### config.mk
export PLATFORM = sky130hd
export DESIGN_NAME = sfrp_read_path
export DESIGN_NICKNAME = d
export VERILOG_FILES = /design/src/sfrp_fifo.v /design/src/sfrp_read_path.v
export VERILOG_INCLUDE_DIRS = /design/src /design/src/src
export SDC_FILE = /design/constraint.sdc
export NUM_CORES = 1
export LEC_CHECK = 0
export BUFFER_PORTS_ARGS = -buffer_cell sky130_fd_sc_hd__buf_2
export CORE_UTILIZATION = 44
export CTS_CLUSTER_DIAMETER = 150
export CTS_CLUSTER_SIZE = 8
export DETAILED_ROUTE_END_ITERATION = 12
export PLACE_DENSITY = 0.62
export SLEW_MARGIN = 20
export SYNTH_ARGS = -nofsm -noshare
export SYNTH_HDL_FRONTEND = slang
export SYNTH_SLANG_ARGS = --single-unit
### constraint.sdc
create_clock -name sys_clk_i -period 4.1 [get_ports sys_clk_i]
set_input_delay 0.41 -clock sys_clk_i [delete_from_list [all_inputs] [get_ports sys_clk_i]]
set_output_delay 0.41 -clock sys_clk_i [all_outputs]
set_load 0.05 [all_outputs]
### src/sfrp_map.vh
// Constants for the serial flash read path: protocol and line-width codes,
// read opcodes, phase lengths, dummy clock counts and the discovery table.
// Assumes it is included by every design file that needs these names.
`ifndef SFRP_MAP_VH
`define SFRP_MAP_VH

// Protocol codes on proto_i
`define SFRP_PR_EXT     2'h0
`define SFRP_PR_DUAL    2'h1
`define SFRP_PR_QUAD    2'h2

// Line width codes: 1, 2 or 4 lines
`define SFRP_W1         2'h0
`define SFRP_W2         2'h1
`define SFRP_W4         2'h2

// Read opcodes, then the two erase opcodes listed in the discovery table
`define SFRP_OP_READ    8'h03
`define SFRP_OP_FAST    8'h0B
`define SFRP_OP_DOUT    8'h3B
`define SFRP_OP_DIO     8'hBB
`define SFRP_OP_QOUT    8'h6B
`define SFRP_OP_QIO     8'hEB
`define SFRP_OP_DISC    8'h5A
`define SFRP_OP_ERS1    8'h20
`define SFRP_OP_ERS2    8'hD8

// Phase lengths in bits, and a single step
`define SFRP_CMD_BITS   6'h08
`define SFRP_ADDR_BITS  6'h18
`define SFRP_BYTE_BITS  4'h8
`define SFRP_ONE6       6'h01
`define SFRP_ONE4       4'h1
`define SFRP_ONE3       3'h1

// Dummy clock counts
`define SFRP_DUM_NONE   5'h00
`define SFRP_DUM_FAST   5'h08
`define SFRP_DUM_112    5'h08
`define SFRP_DUM_122    5'h07
`define SFRP_DUM_114    5'h07
`define SFRP_DUM_144    5'h09
`define SFRP_DUM_222    5'h07
`define SFRP_DUM_444    5'h09
`define SFRP_DUM_DSTD   5'h08
`define SFRP_DUM_DQUAD  5'h0A

// Mode-bit fields of the dummy bytes
`define SFRP_MB_ONE     3'h1
`define SFRP_MB_NONE    3'h0

// Output enables per data width
`define SFRP_OE_NONE    4'h0
`define SFRP_OE_W1      4'h2
`define SFRP_OE_W2      4'h3
`define SFRP_OE_W4      4'hF

// Pin synchroniser reset: chip select idle high, clock and lines low
`define SFRP_PIN_RST    6'h20

// Discovery table window, wrap at 2048 bytes, fill for other bytes
`define SFRP_TBL_LO     11'h034
`define SFRP_TBL_HI     11'h053
`define SFRP_TBL_FILL   8'hFF
`define SFRP_DISC_PAD   13'h0000
`define SFRP_DISC_STEP  11'h001
`define SFRP_BYTE_ONES  8'hFF

// Bytes 53h down to 34h, byte 34h in the low eight bits
`define SFRP_TBL_BYTES { \
  8'h00, 8'h00, 8'h00, 8'h00, \
  `SFRP_OP_ERS2, 8'h10, `SFRP_OP_ERS1, 8'h0C, \
  `SFRP_OP_QIO, {`SFRP_MB_ONE, `SFRP_DUM_444}, 8'hFF, 8'hFF, \
  `SFRP_OP_DIO, {`SFRP_MB_ONE, `SFRP_DUM_222}, \
  8'hFF, 8'hFF, 8'hFF, 8'hFF, 8'hFF, \
  {3'h7, 1'b1, 3'h7, 1'b1}, \
  `SFRP_OP_DIO, {`SFRP_MB_ONE, `SFRP_DUM_122}, \
  `SFRP_OP_DOUT, {`SFRP_MB_NONE, `SFRP_DUM_112}, \
  `SFRP_OP_QOUT, {`SFRP_MB_ONE, `SFRP_DUM_114}, \
  `SFRP_OP_QIO, {`SFRP_MB_ONE, `SFRP_DUM_144}, \
  8'h07, 8'hFF, 8'hFF, 8'hFF }

// Prefetch FIFO shape
`define SFRP_FIFO_W     8
`define SFRP_FIFO_D     16
`define SFRP_FIFO_AW    4

`endif

### src/sfrp_fifo.v
// Prefetch FIFO between the array fetch engine and the serial output shifter.
// Assumes both sides run on sys_clk_i; flush empties it in one cycle.
`timescale 1ns/1ps
module sfrp_fifo #(
  parameter W  = 8,
  parameter D  = 16,
  parameter AW = 4
) (
  // Clock and reset
  input  wire          sys_clk_i,
  input  wire          sys_rst_i,
  input  wire          flush_i,
  // Filling side
  input  wire          in_valid_i,
  output wire          in_ready_o,
  input  wire [W-1:0]  in_data_i,
  // Draining side
  output wire          out_valid_o,
  input  wire          out_ready_i,
  output wire [W-1:0]  out_data_o
);

  reg  [W-1:0]  mem [0:D-1];
  reg  [AW-1:0] wr_ptr;
  reg  [AW-1:0] rd_ptr;
  reg  [AW:0]   count;
  wire          push;
  wire          pop;

  assign in_ready_o  = (count != D[AW:0]);
  assign out_valid_o = (count != {(AW+1){1'b0}});
  assign out_data_o  = mem[rd_ptr];
  assign push        = in_valid_i & in_ready_o;
  assign pop         = out_valid_o & out_ready_i;

  always @(posedge sys_clk_i) begin
    if (push) begin
      mem[wr_ptr] <= in_data_i;
    end
  end

  always @(posedge sys_clk_i) begin
    if (sys_rst_i || flush_i) begin
      wr_ptr <= {AW{1'b0}};
      rd_ptr <= {AW{1'b0}};
      count  <= {(AW+1){1'b0}};
    end else begin
      if (push) begin
        wr_ptr <= wr_ptr + {{(AW-1){1'b0}}, 1'b1};
      end
      if (pop) begin
        rd_ptr <= rd_ptr + {{(AW-1){1'b0}}, 1'b1};
      end
      if (push && !pop) begin
        count <= count + {{AW{1'b0}}, 1'b1};
      end else if (pop && !push) begin
        count <= count - {{AW{1'b0}}, 1'b1};
      end
    end
  end

endmodule

### src/sfrp_read_path.v
// Read side of a serial NOR flash: command, address, dummy and data phases,
// array prefetch through a FIFO, and the discovery parameter table.
// Assumes pins are asynchronous to sys_clk_i and the serial clock runs at
// most about a sixth of sys_clk_i; the array port answers on sys_clk_i.
//
// Overview of operation
// - Memory accesses use a 24-bit byte address, bits 23 to 0.
// - Every address bit is captured on a rising serial clock edge.
// - Reads start anywhere; address advances by one after every data byte.
// - Raising select ends the read; the device releases the lines three sys_clk_i cycles later.
// - Decoded read opcodes: 03, 0B, 3B, BB, 6B, EB.
// - Extended: opcode on line zero; address and data lines follow the command.
// - Dual and quad accept only their own fast reads; plain read refused.
// - Fast reads insert dummy clocks between address and first data.
// - Table 34h-37h: size in bits minus one, FFh FFh FFh 07h.
// - Byte 38h: 1-4-4 dummy 01001b, mode 001b; byte 39h EBh.
// - Byte 3Ah: 1-1-4 dummy 00111b, mode 001b; byte 3Bh 6Bh.
// - Byte 3Ch: 1-1-2 dummy 01000b, mode 000b; byte 3Dh 3Bh.
// - Byte 3Eh: 1-2-2 dummy 00111b, mode 001b; byte 3Fh BBh.
// - Byte 40h flags 2-2-2 and 4-4-4 support; reserved bits read ones.
// - Byte 46h: 2-2-2 dummy 00111b, mode 001b; byte 47h BBh.
// - Byte 4Ah: 4-4-4 dummy 01001b, mode 001b; byte 4Bh EBh.
// - Erase types: 0Ch/20h, 10h/D8h; types 3 and 4 read zero.
// - Table read: 3 address bytes, 8 or 10 dummies, wraps at 2048.
`timescale 1ns/1ps
`include "sfrp_map.vh"
module sfrp_read_path (
  // Clock and reset
  input  wire        sys_clk_i,
  input  wire        sys_rst_i,
  // Flash pins
  input  wire        flash_clk_i,
  input  wire        cs_n_i,
  input  wire [3:0]  io_in_i,
  output reg  [3:0]  io_out_o,
  output reg  [3:0]  io_oe_o,
  // Configuration
  input  wire [1:0]  proto_i,
  // Array read port
  output reg         mem_req_o,
  output reg  [23:0] mem_addr_o,
  input  wire [7:0]  mem_data_i,
  input  wire        mem_valid_i,
  // Status
  output reg         active_o,
  output reg         refused_o,
  output reg  [7:0]  opcode_o
);

  localparam S_CMD   = 3'h0;
  localparam S_ADDR  = 3'h1;
  localparam S_DUMMY = 3'h2;
  localparam S_DATA  = 3'h3;
  localparam S_REJ   = 3'h4;

  // Pin synchronisers; only the second stage is read
  reg  [5:0]   pin_s1;
  reg  [5:0]   pin_s2;
  reg          sck_d;
  wire         cs_s;
  wire         sck_s;
  wire [3:0]   io_s;
  wire         rise;
  wire         fall;

  // Link state
  reg  [2:0]   state;
  reg  [5:0]   cnt;
  reg  [1:0]   in_w;
  reg  [1:0]   out_w;
  reg  [23:0]  sh_in;
  reg  [4:0]   dum;
  reg          disc;
  reg  [7:0]   out_sh;
  reg  [2:0]   bcnt;
  reg          start;

  // Fetch engine
  reg          f_on;
  reg          f_disc;

  reg  [23:0]  next_sh;
  reg  [1:0]   pw;
  reg          dec_ok;
  reg  [1:0]   dec_aw;
  reg  [1:0]   dec_dw;
  reg  [4:0]   dec_dum;
  reg          dec_disc;

  wire [5:0]   cmd_last;
  wire [5:0]   addr_last;
  wire [5:0]   dum_last;
  wire [3:0]   beats;
  wire [3:0]   step;
  wire [7:0]   load_byte;
  wire         f_in_ready;
  wire         f_out_valid;
  wire [7:0]   f_out_data;
  wire         f_pop;
  wire         f_push;
  wire [7:0]   f_in_data;
  wire [255:0] tbl_bits;
  wire [10:0]  ta;
  wire [10:0]  toff;
  wire         tbl_hit;
  wire [7:0]   tbl_byte;

  assign cs_s  = pin_s2[5];
  assign sck_s = pin_s2[4];
  assign io_s  = pin_s2[3:0];
  assign rise  = sck_s & ~sck_d & ~cs_s;
  assign fall  = ~sck_s & sck_d & ~cs_s;

  always @(posedge sys_clk_i) begin
    if (sys_rst_i) begin
      pin_s1 <= `SFRP_PIN_RST;
      pin_s2 <= `SFRP_PIN_RST;
      sck_d  <= 1'b0;
    end else begin
      pin_s1 <= {cs_n_i, flash_clk_i, io_in_i};
      pin_s2 <= pin_s1;
      sck_d  <= sck_s;
    end
  end

  // Command lines follow the protocol; unknown codes act as extended
  always @* begin
    case (proto_i)
      `SFRP_PR_DUAL: pw = `SFRP_W2;
      `SFRP_PR_QUAD: pw = `SFRP_W4;
      default:       pw = `SFRP_W1;
    endcase
  end

  // MSB first shift on the active input lines
  always @* begin
    case (in_w)
      `SFRP_W2: next_sh = {sh_in[21:0], io_s[1:0]};
      `SFRP_W4: next_sh = {sh_in[19:0], io_s};
      default:  next_sh = {sh_in[22:0], io_s[0]};
    endcase
  end

  // Opcode decode per protocol
  always @* begin
    dec_ok   = 1'b0;
    dec_aw   = pw;
    dec_dw   = pw;
    dec_dum  = `SFRP_DUM_NONE;
    dec_disc = 1'b0;
    case (next_sh[7:0])
      `SFRP_OP_READ: begin
        dec_ok = (pw == `SFRP_W1);
        dec_dw = `SFRP_W1;
      end
      `SFRP_OP_FAST: begin
        dec_ok  = 1'b1;
        dec_dum = (pw == `SFRP_W4) ? `SFRP_DUM_444 :
                  (pw == `SFRP_W2) ? `SFRP_DUM_222 : `SFRP_DUM_FAST;
      end
      `SFRP_OP_DOUT: begin
        dec_ok  = (pw != `SFRP_W4);
        dec_dw  = `SFRP_W2;
        dec_dum = (pw == `SFRP_W2) ? `SFRP_DUM_222 : `SFRP_DUM_112;
      end
      `SFRP_OP_DIO: begin
        dec_ok  = (pw != `SFRP_W4);
        dec_aw  = `SFRP_W2;
        dec_dw  = `SFRP_W2;
        dec_dum = (pw == `SFRP_W2) ? `SFRP_DUM_222 : `SFRP_DUM_122;
      end
      `SFRP_OP_QOUT: begin
        dec_ok  = (pw != `SFRP_W2);
        dec_dw  = `SFRP_W4;
        dec_dum = (pw == `SFRP_W4) ? `SFRP_DUM_444 : `SFRP_DUM_114;
      end
      `SFRP_OP_QIO: begin
        dec_ok  = (pw != `SFRP_W2);
        dec_aw  = `SFRP_W4;
        dec_dw  = `SFRP_W4;
        dec_dum = (pw == `SFRP_W4) ? `SFRP_DUM_444 : `SFRP_DUM_144;
      end
      `SFRP_OP_DISC: begin
        dec_ok   = 1'b1;
        dec_disc = 1'b1;
        dec_dum  = (pw == `SFRP_W4) ? `SFRP_DUM_DQUAD : `SFRP_DUM_DSTD;
      end
      default: begin
        dec_ok = 1'b0;
      end
    endcase
  end

  assign cmd_last  = (`SFRP_CMD_BITS >> in_w) - `SFRP_ONE6;
  assign addr_last = (`SFRP_ADDR_BITS >> in_w) - `SFRP_ONE6;
  assign dum_last  = {1'b0, dum} - `SFRP_ONE6;
  assign beats     = `SFRP_BYTE_BITS >> out_w;
  assign step      = `SFRP_ONE4 << out_w;

  // Underrun shows all ones rather than stale data
  assign f_pop     = (state == S_DATA) & fall & (bcnt == 3'h0);
  assign load_byte = f_out_valid ? f_out_data : `SFRP_BYTE_ONES;

  function [3:0] drive_bits;
    input [7:0] b;
    input [1:0] w;
    begin
      case (w)
        `SFRP_W2: drive_bits = {2'b00, b[7:6]};
        `SFRP_W4: drive_bits = b[7:4];
        default:  drive_bits = {2'b00, b[7], 1'b0};
      endcase
    end
  endfunction

  function [3:0] drive_oe;
    input [1:0] w;
    begin
      case (w)
        `SFRP_W2: drive_oe = `SFRP_OE_W2;
        `SFRP_W4: drive_oe = `SFRP_OE_W4;
        default:  drive_oe = `SFRP_OE_W1;
      endcase
    end
  endfunction

  always @(posedge sys_clk_i) begin
    if (sys_rst_i) begin
      state     <= S_CMD;
      cnt       <= 6'h00;
      in_w      <= `SFRP_W1;
      out_w     <= `SFRP_W1;
      sh_in     <= 24'h000000;
      dum       <= `SFRP_DUM_NONE;
      disc      <= 1'b0;
      out_sh    <= 8'h00;
      bcnt      <= 3'h0;
      start     <= 1'b0;
      io_out_o  <= 4'h0;
      io_oe_o   <= `SFRP_OE_NONE;
      active_o  <= 1'b0;
      refused_o <= 1'b0;
      opcode_o  <= 8'h00;
    end else begin
      start     <= 1'b0;
      refused_o <= 1'b0;
      if (cs_s) begin
        state    <= S_CMD;
        cnt      <= 6'h00;
        in_w     <= pw;
        io_oe_o  <= `SFRP_OE_NONE;
        active_o <= 1'b0;
      end else begin
        case (state)
          S_CMD: begin
            if (rise) begin
              sh_in <= next_sh;
              if (cnt == cmd_last) begin
                cnt <= 6'h00;
                if (dec_ok) begin
                  state    <= S_ADDR;
                  in_w     <= dec_aw;
                  out_w    <= dec_dw;
                  dum      <= dec_dum;
                  disc     <= dec_disc;
                  opcode_o <= next_sh[7:0];
                end else begin
                  state     <= S_REJ;
                  refused_o <= 1'b1;
                end
              end else begin
                cnt <= cnt + `SFRP_ONE6;
              end
            end
          end
          S_ADDR: begin
            if (rise) begin
              sh_in <= next_sh;
              if (cnt == addr_last) begin
                cnt   <= 6'h00;
                start <= 1'b1;
                bcnt  <= 3'h0;
                state <= (dum == `SFRP_DUM_NONE) ? S_DATA : S_DUMMY;
              end else begin
                cnt <= cnt + `SFRP_ONE6;
              end
            end
          end
          S_DUMMY: begin
            if (rise) begin
              if (cnt == dum_last) begin
                cnt   <= 6'h00;
                state <= S_DATA;
              end else begin
                cnt <= cnt + `SFRP_ONE6;
              end
            end
          end
          S_DATA: begin
            active_o <= 1'b1;
            if (fall) begin
              io_oe_o <= drive_oe(out_w);
              if (bcnt == 3'h0) begin
                io_out_o <= drive_bits(load_byte, out_w);
                out_sh   <= load_byte << step;
                bcnt     <= beats[2:0] - `SFRP_ONE3;
              end else begin
                io_out_o <= drive_bits(out_sh, out_w);
                out_sh   <= out_sh << step;
                bcnt     <= bcnt - `SFRP_ONE3;
              end
            end
          end
          S_REJ: begin
            io_oe_o <= `SFRP_OE_NONE;
          end
          default: begin
            state <= S_CMD;
          end
        endcase
      end
    end
  end

  // Discovery table lookup
  assign tbl_bits = `SFRP_TBL_BYTES;
  assign ta       = mem_addr_o[10:0];
  assign toff     = ta - `SFRP_TBL_LO;
  assign tbl_hit  = (ta >= `SFRP_TBL_LO) && (ta <= `SFRP_TBL_HI);
  assign tbl_byte = tbl_hit ? tbl_bits[{toff[4:0], 3'b000} +: 8] : `SFRP_TBL_FILL;

  assign f_push    = f_on & ~cs_s & (f_disc | (mem_req_o & mem_valid_i));
  assign f_in_data = f_disc ? tbl_byte : mem_data_i;

  // Fetch runs ahead of the link; a full FIFO stalls it
  always @(posedge sys_clk_i) begin
    if (sys_rst_i) begin
      f_on       <= 1'b0;
      f_disc     <= 1'b0;
      mem_req_o  <= 1'b0;
      mem_addr_o <= 24'h000000;
    end else if (start) begin
      f_on       <= 1'b1;
      f_disc     <= disc;
      mem_addr_o <= sh_in;
      // Ask at once: plain read has no dummies to hide the first fetch
      mem_req_o  <= ~disc;
    end else if (cs_s) begin
      f_on      <= 1'b0;
      mem_req_o <= 1'b0;
    end else if (f_on) begin
      if (f_disc) begin
        if (f_in_ready) begin
          mem_addr_o <= {`SFRP_DISC_PAD, ta + `SFRP_DISC_STEP};
        end
      end else if (mem_req_o) begin
        if (mem_valid_i) begin
          mem_req_o  <= 1'b0;
          mem_addr_o <= mem_addr_o + 24'h000001;
        end
      end else if (f_in_ready) begin
        mem_req_o <= 1'b1;
      end
    end
  end

  sfrp_fifo #(
    .W  (`SFRP_FIFO_W),
    .D  (`SFRP_FIFO_D),
    .AW (`SFRP_FIFO_AW)
  ) u_fifo (
    .sys_clk_i   (sys_clk_i),
    .sys_rst_i   (sys_rst_i),
    .flush_i     (cs_s),
    .in_valid_i  (f_push),
    .in_ready_o  (f_in_ready),
    .in_data_i   (f_in_data),
    .out_valid_o (f_out_valid),
    .out_ready_i (f_pop),
    .out_data_o  (f_out_data)
  );

endmodule
==> flow_metrics.py <==
metrics = {
    "setup_path": {
        "critical_path_depth": 9,
        "crit_family": "compound AO/OA/AOI/OAI gates",
        "crit_buf_inv": 2,
        "end_kind": "register",
        "cp-start-kind": "register",
        "arrival_ns": 3.87,
        "crit_type": "register to register",
        "rr_worst_depth": 9,
        "cp_cell_sequence": "inv_1 > ha_1 > a22oi_1 > a21oi_1 > nand2_1 > nor3_2 > o31a_1 > buf_4 > mux2i_1",
        "cp_slowest_cell": "ha_1",
        "cp_max_fo": 26,
        "cp.required_ns": 4.55,
        "slowest_delay_ns": 0.78,
    },
    "layout": {
        "antenna_cells": 0,
        "final_cell_mix": "151 x nand2_1, 128 x edfxtp_1, 127 x dfxtp_1",
        "mostFrequentLayoutCell": "nand2_1",
        "fin_nets": 1349,
        "area_growth_pct": 13.21,
        "drive_above_1_share": 0.1550,
    },
    "synth": {
        "syn_inst": 1249,
        "avgSynthCellArea_um2": 10.38,
        "ys_seq_area_frac": 0.4939,
        "syn-num-nets": 1306,
        "synth_edf_count": 128,
        "synth_flop_cell": "edfxtp_1",
        "ys_warn_count": 0,
        "async_flop_share": 0,
        "synth_cell_types": 87,
        "syn_area_um2": 12970,
        "synth-seq-cells": 256,
    },
    "power_and_ir_drop": {
        "p_per_area_nw_per_um2": 386.2,
        "peakVddDrop_v": 0.0002691,
        "static-leakage-power_nw": 4.933,
    },
    "die": {
        "row_count": 62,
        "core_area_um2": 28860,
        "die_area_um2": 30170,
        "die_w_um": 173.7,
        "initial_core_util": 0.4494,
        "ios": 62,
        "die_h_um": 173.7,
    },
    "global_routing": {
        "grt_max_degree": 49,
        "antenna_found_initial": 0,
        "grt_pass1_vias": 9232,
        "grtUsageTotal": 0.2098,
        "grt_overflow": 0,
        "grt_pass1_wl_mm": 50.78,
    },
    "timing": {
        "hold_viol": 0,
        "rsz0062_at_grt": "false",
        "skew_ns": 0.03240,
        "tns_ns": 0,
        "fmax_ghz": 0.2924,
        "setup_viol": 0,
        "worstMarginPinSlew_ns": 0.9841,
        "layout_setup_ws_ns": 0.6801,
        "min_period_ns": 3.420,
        "timing.slew.headroom": 0.3399,
        "finalCritPeriodShare": 0.8341,
        "drv_slew": 0,
    },
    "clocking": {
        "cts_resized": 0,
        "cts.reportedPaths.clkPinSlew_ns": 0.05,
        "clockBufferDepth": 3,
        "cts_tree": "yes",
        "cts_sinks": 256,
        "cts_root_buf": "clkbuf_16",
        "cts_setup_buffers": 0,
        "numCtsBuffers": 37,
        "htree_levels": 2,
        "hold_buffers": 0,
        "insertion_delay_ns": 0.54,
    },
    "route": {
        "postRouteWirelength_mm": 31.70,
        "initialDrtViolationCount": 842,
        "wl_per_cell_um": 18.72,
        "detail_route.first_pass.iterations": 5,
        "antenna_left": 0,
        "route.detailed.drc": 0,
        "vias_per_cell": 5.826,
        "vias": 9869,
    },
    "worst_hold_path": {
        "hp-class": "input port to register",
        "holdPathStages": 2,
    },
    "placement": {
        "portBuffers": 61,
        "dpl.hpwl_mm": 21.54,
        "pre_cts_ws_ns": 0.7140,
        "gp_congestion": 0.8774,
    },
    "outcome": {
        "status": "finished clean",
    },
    "flow_run": {
        "cap_violations": 0,
    },
}
-- final cells by class --
type	count	area, µm²
Inverter	33	123.9
Sequential cell	256	6407
Clock inverter	3	90.09
Timing Repair Buffer	93	545.5
Tap cell	384	480.5
Clock buffer	54	989.7
Fill cell	2602	14170
Multi-Input combinational cell	871	6046
-- worst register-to-register path, delay by kind of cell (launching register included) --
kind / cells / cell delay [ns]
AOI/OAI and AO/OA: 3 / 0.98
muxes: 1 / 0.20
adders and majority gates: 1 / 0.78
buffers and inverters: 2 / 0.33
DFF: 1 / 0.38
and+or+nand+nor: 2 / 0.69
-- report_power, final --
part / total (mW) / switching, mW / internal [mW]
clock network: 2.80 / 1.12 / 1.68
registers: 2.71 / 0.0113 / 2.70
logic: 0.164 / 0.116 / 0.0476
-- stage by stage --
step	total power, mW	hold slack (ns)	util	instances	area, µm²
6_report	5.671	0.09236	0.5088	1694	14680
5_1_grt	5.859	0.09838	0.5088	1694	14680
4_1_cts	5.720	0.08358	0.5085	1694	14670
3_5_place_dp	2.921	0.4247	0.4710	1637	13590
3_3_place_gp	2.919	0.4081	0.4710	1637	13590
2_1_floorplan	2.870	0.3895	-	1249	12970
-- final timing paths --
path / startpoint / endpoint / slack, ns
max: in_w[1]$_SDFFE_PP0P_ / opcode_o[5]$_SDFFE_PP0P_ / 0.68
min: cs_n_i / pin_s1[5]$_SDFF_PP1_ / 0.09
max reg2reg: in_w[1]$_SDFFE_PP0P_ / opcode_o[5]$_SDFFE_PP0P_ / 0.68
min reg2reg: pin_s1[5]$_SDFF_PP1_ / pin_s2[5]$_SDFF_PP1_ / 0.41
-- Yosys cell counts, types with 4 or more instances --
library cell  count  area (µm²)
dfxtp_1         128        2562
o22ai_1          12       75.07
inv_1            32       120.1
o21ai_0          27       135.1
or4_1             8       60.06
mux4_2           30       675.7
o221ai_1          7       61.31
nand2_1         151       566.8
a22oi_1          24       180.2
a32oi_1           4       35.03
nor3_1           21       105.1
o41ai_1           5       43.79
buf_1             6       22.52
nand2b_1         19       118.9
a221oi_1          7       61.31
xnor2_1          13       113.9
and3_1            9       56.30
edfxtp_1        128        3844
mux2_2           10       112.6
nand4_1          12       75.07
nand3_1          29       145.1
a211oi_1         14       105.1
a21o_1            5       37.54
a32o_1            4       40.04
ha_1             37       462.9
mux2i_1          18       180.2
nor4_1           13       81.33
a21oi_1          97       485.5
or3_1            14       87.58
a31oi_1           8       50.05
buf_2            14       70.07
xor2_1           25       219.0
or2_2             6       37.54
o211ai_1         22       165.2
nor2_1          106       397.9
a2111oi_0         7       61.31
nor3b_1           9       67.56
o31a_1            4       35.03
and2_1            4       25.02
clkbuf_1         61       229.0
a31o_2            4       35.03
o31ai_1           8       60.06
buf_6             4       45.04
o21a_1            4       30.03
nor2b_1          18       112.6
-- logic make-up after synthesis --
| kind of cell | share of synthesized area |
|---|---|
| simple gates | 0.1632 |
| compound gates | 0.1552 |
| flops | 0.4939 |
| buf+inv | 0.04110 |
| mux | 0.08364 |
| xor+xnor | 0.02566 |
| fa+ha+maj | 0.03724 |
-- routing by layer --
layer / track usage / part of all wire / up-vias
met5: 0 / 0 / -
met4: 0.05117 / 0.016 / 0
met3: 0.03882 / 0.066 / 36
met2: 0.3276 / 0.45 / 300
met1: 0.3008 / 0.47 / 4802
li1: - / - / 4731
-- flip-flops by register name (all words and copies together), names as in the netlist, 2 cells and up, named ones only --
register,cells
bcnt,3
cnt,6
dum,4
in_w,2
io_oe_o,3
io_out_o,4
mem_addr_o,24
opcode_o,8
out_sh,8
out_w,2
pin_s1,6
pin_s2,6
sh_in,24
state,3
u_fifo.count,5
u_fifo.mem,128
u_fifo.rd_ptr,4
u_fifo.wr_ptr,4
(Power assumes the default switching activity.)
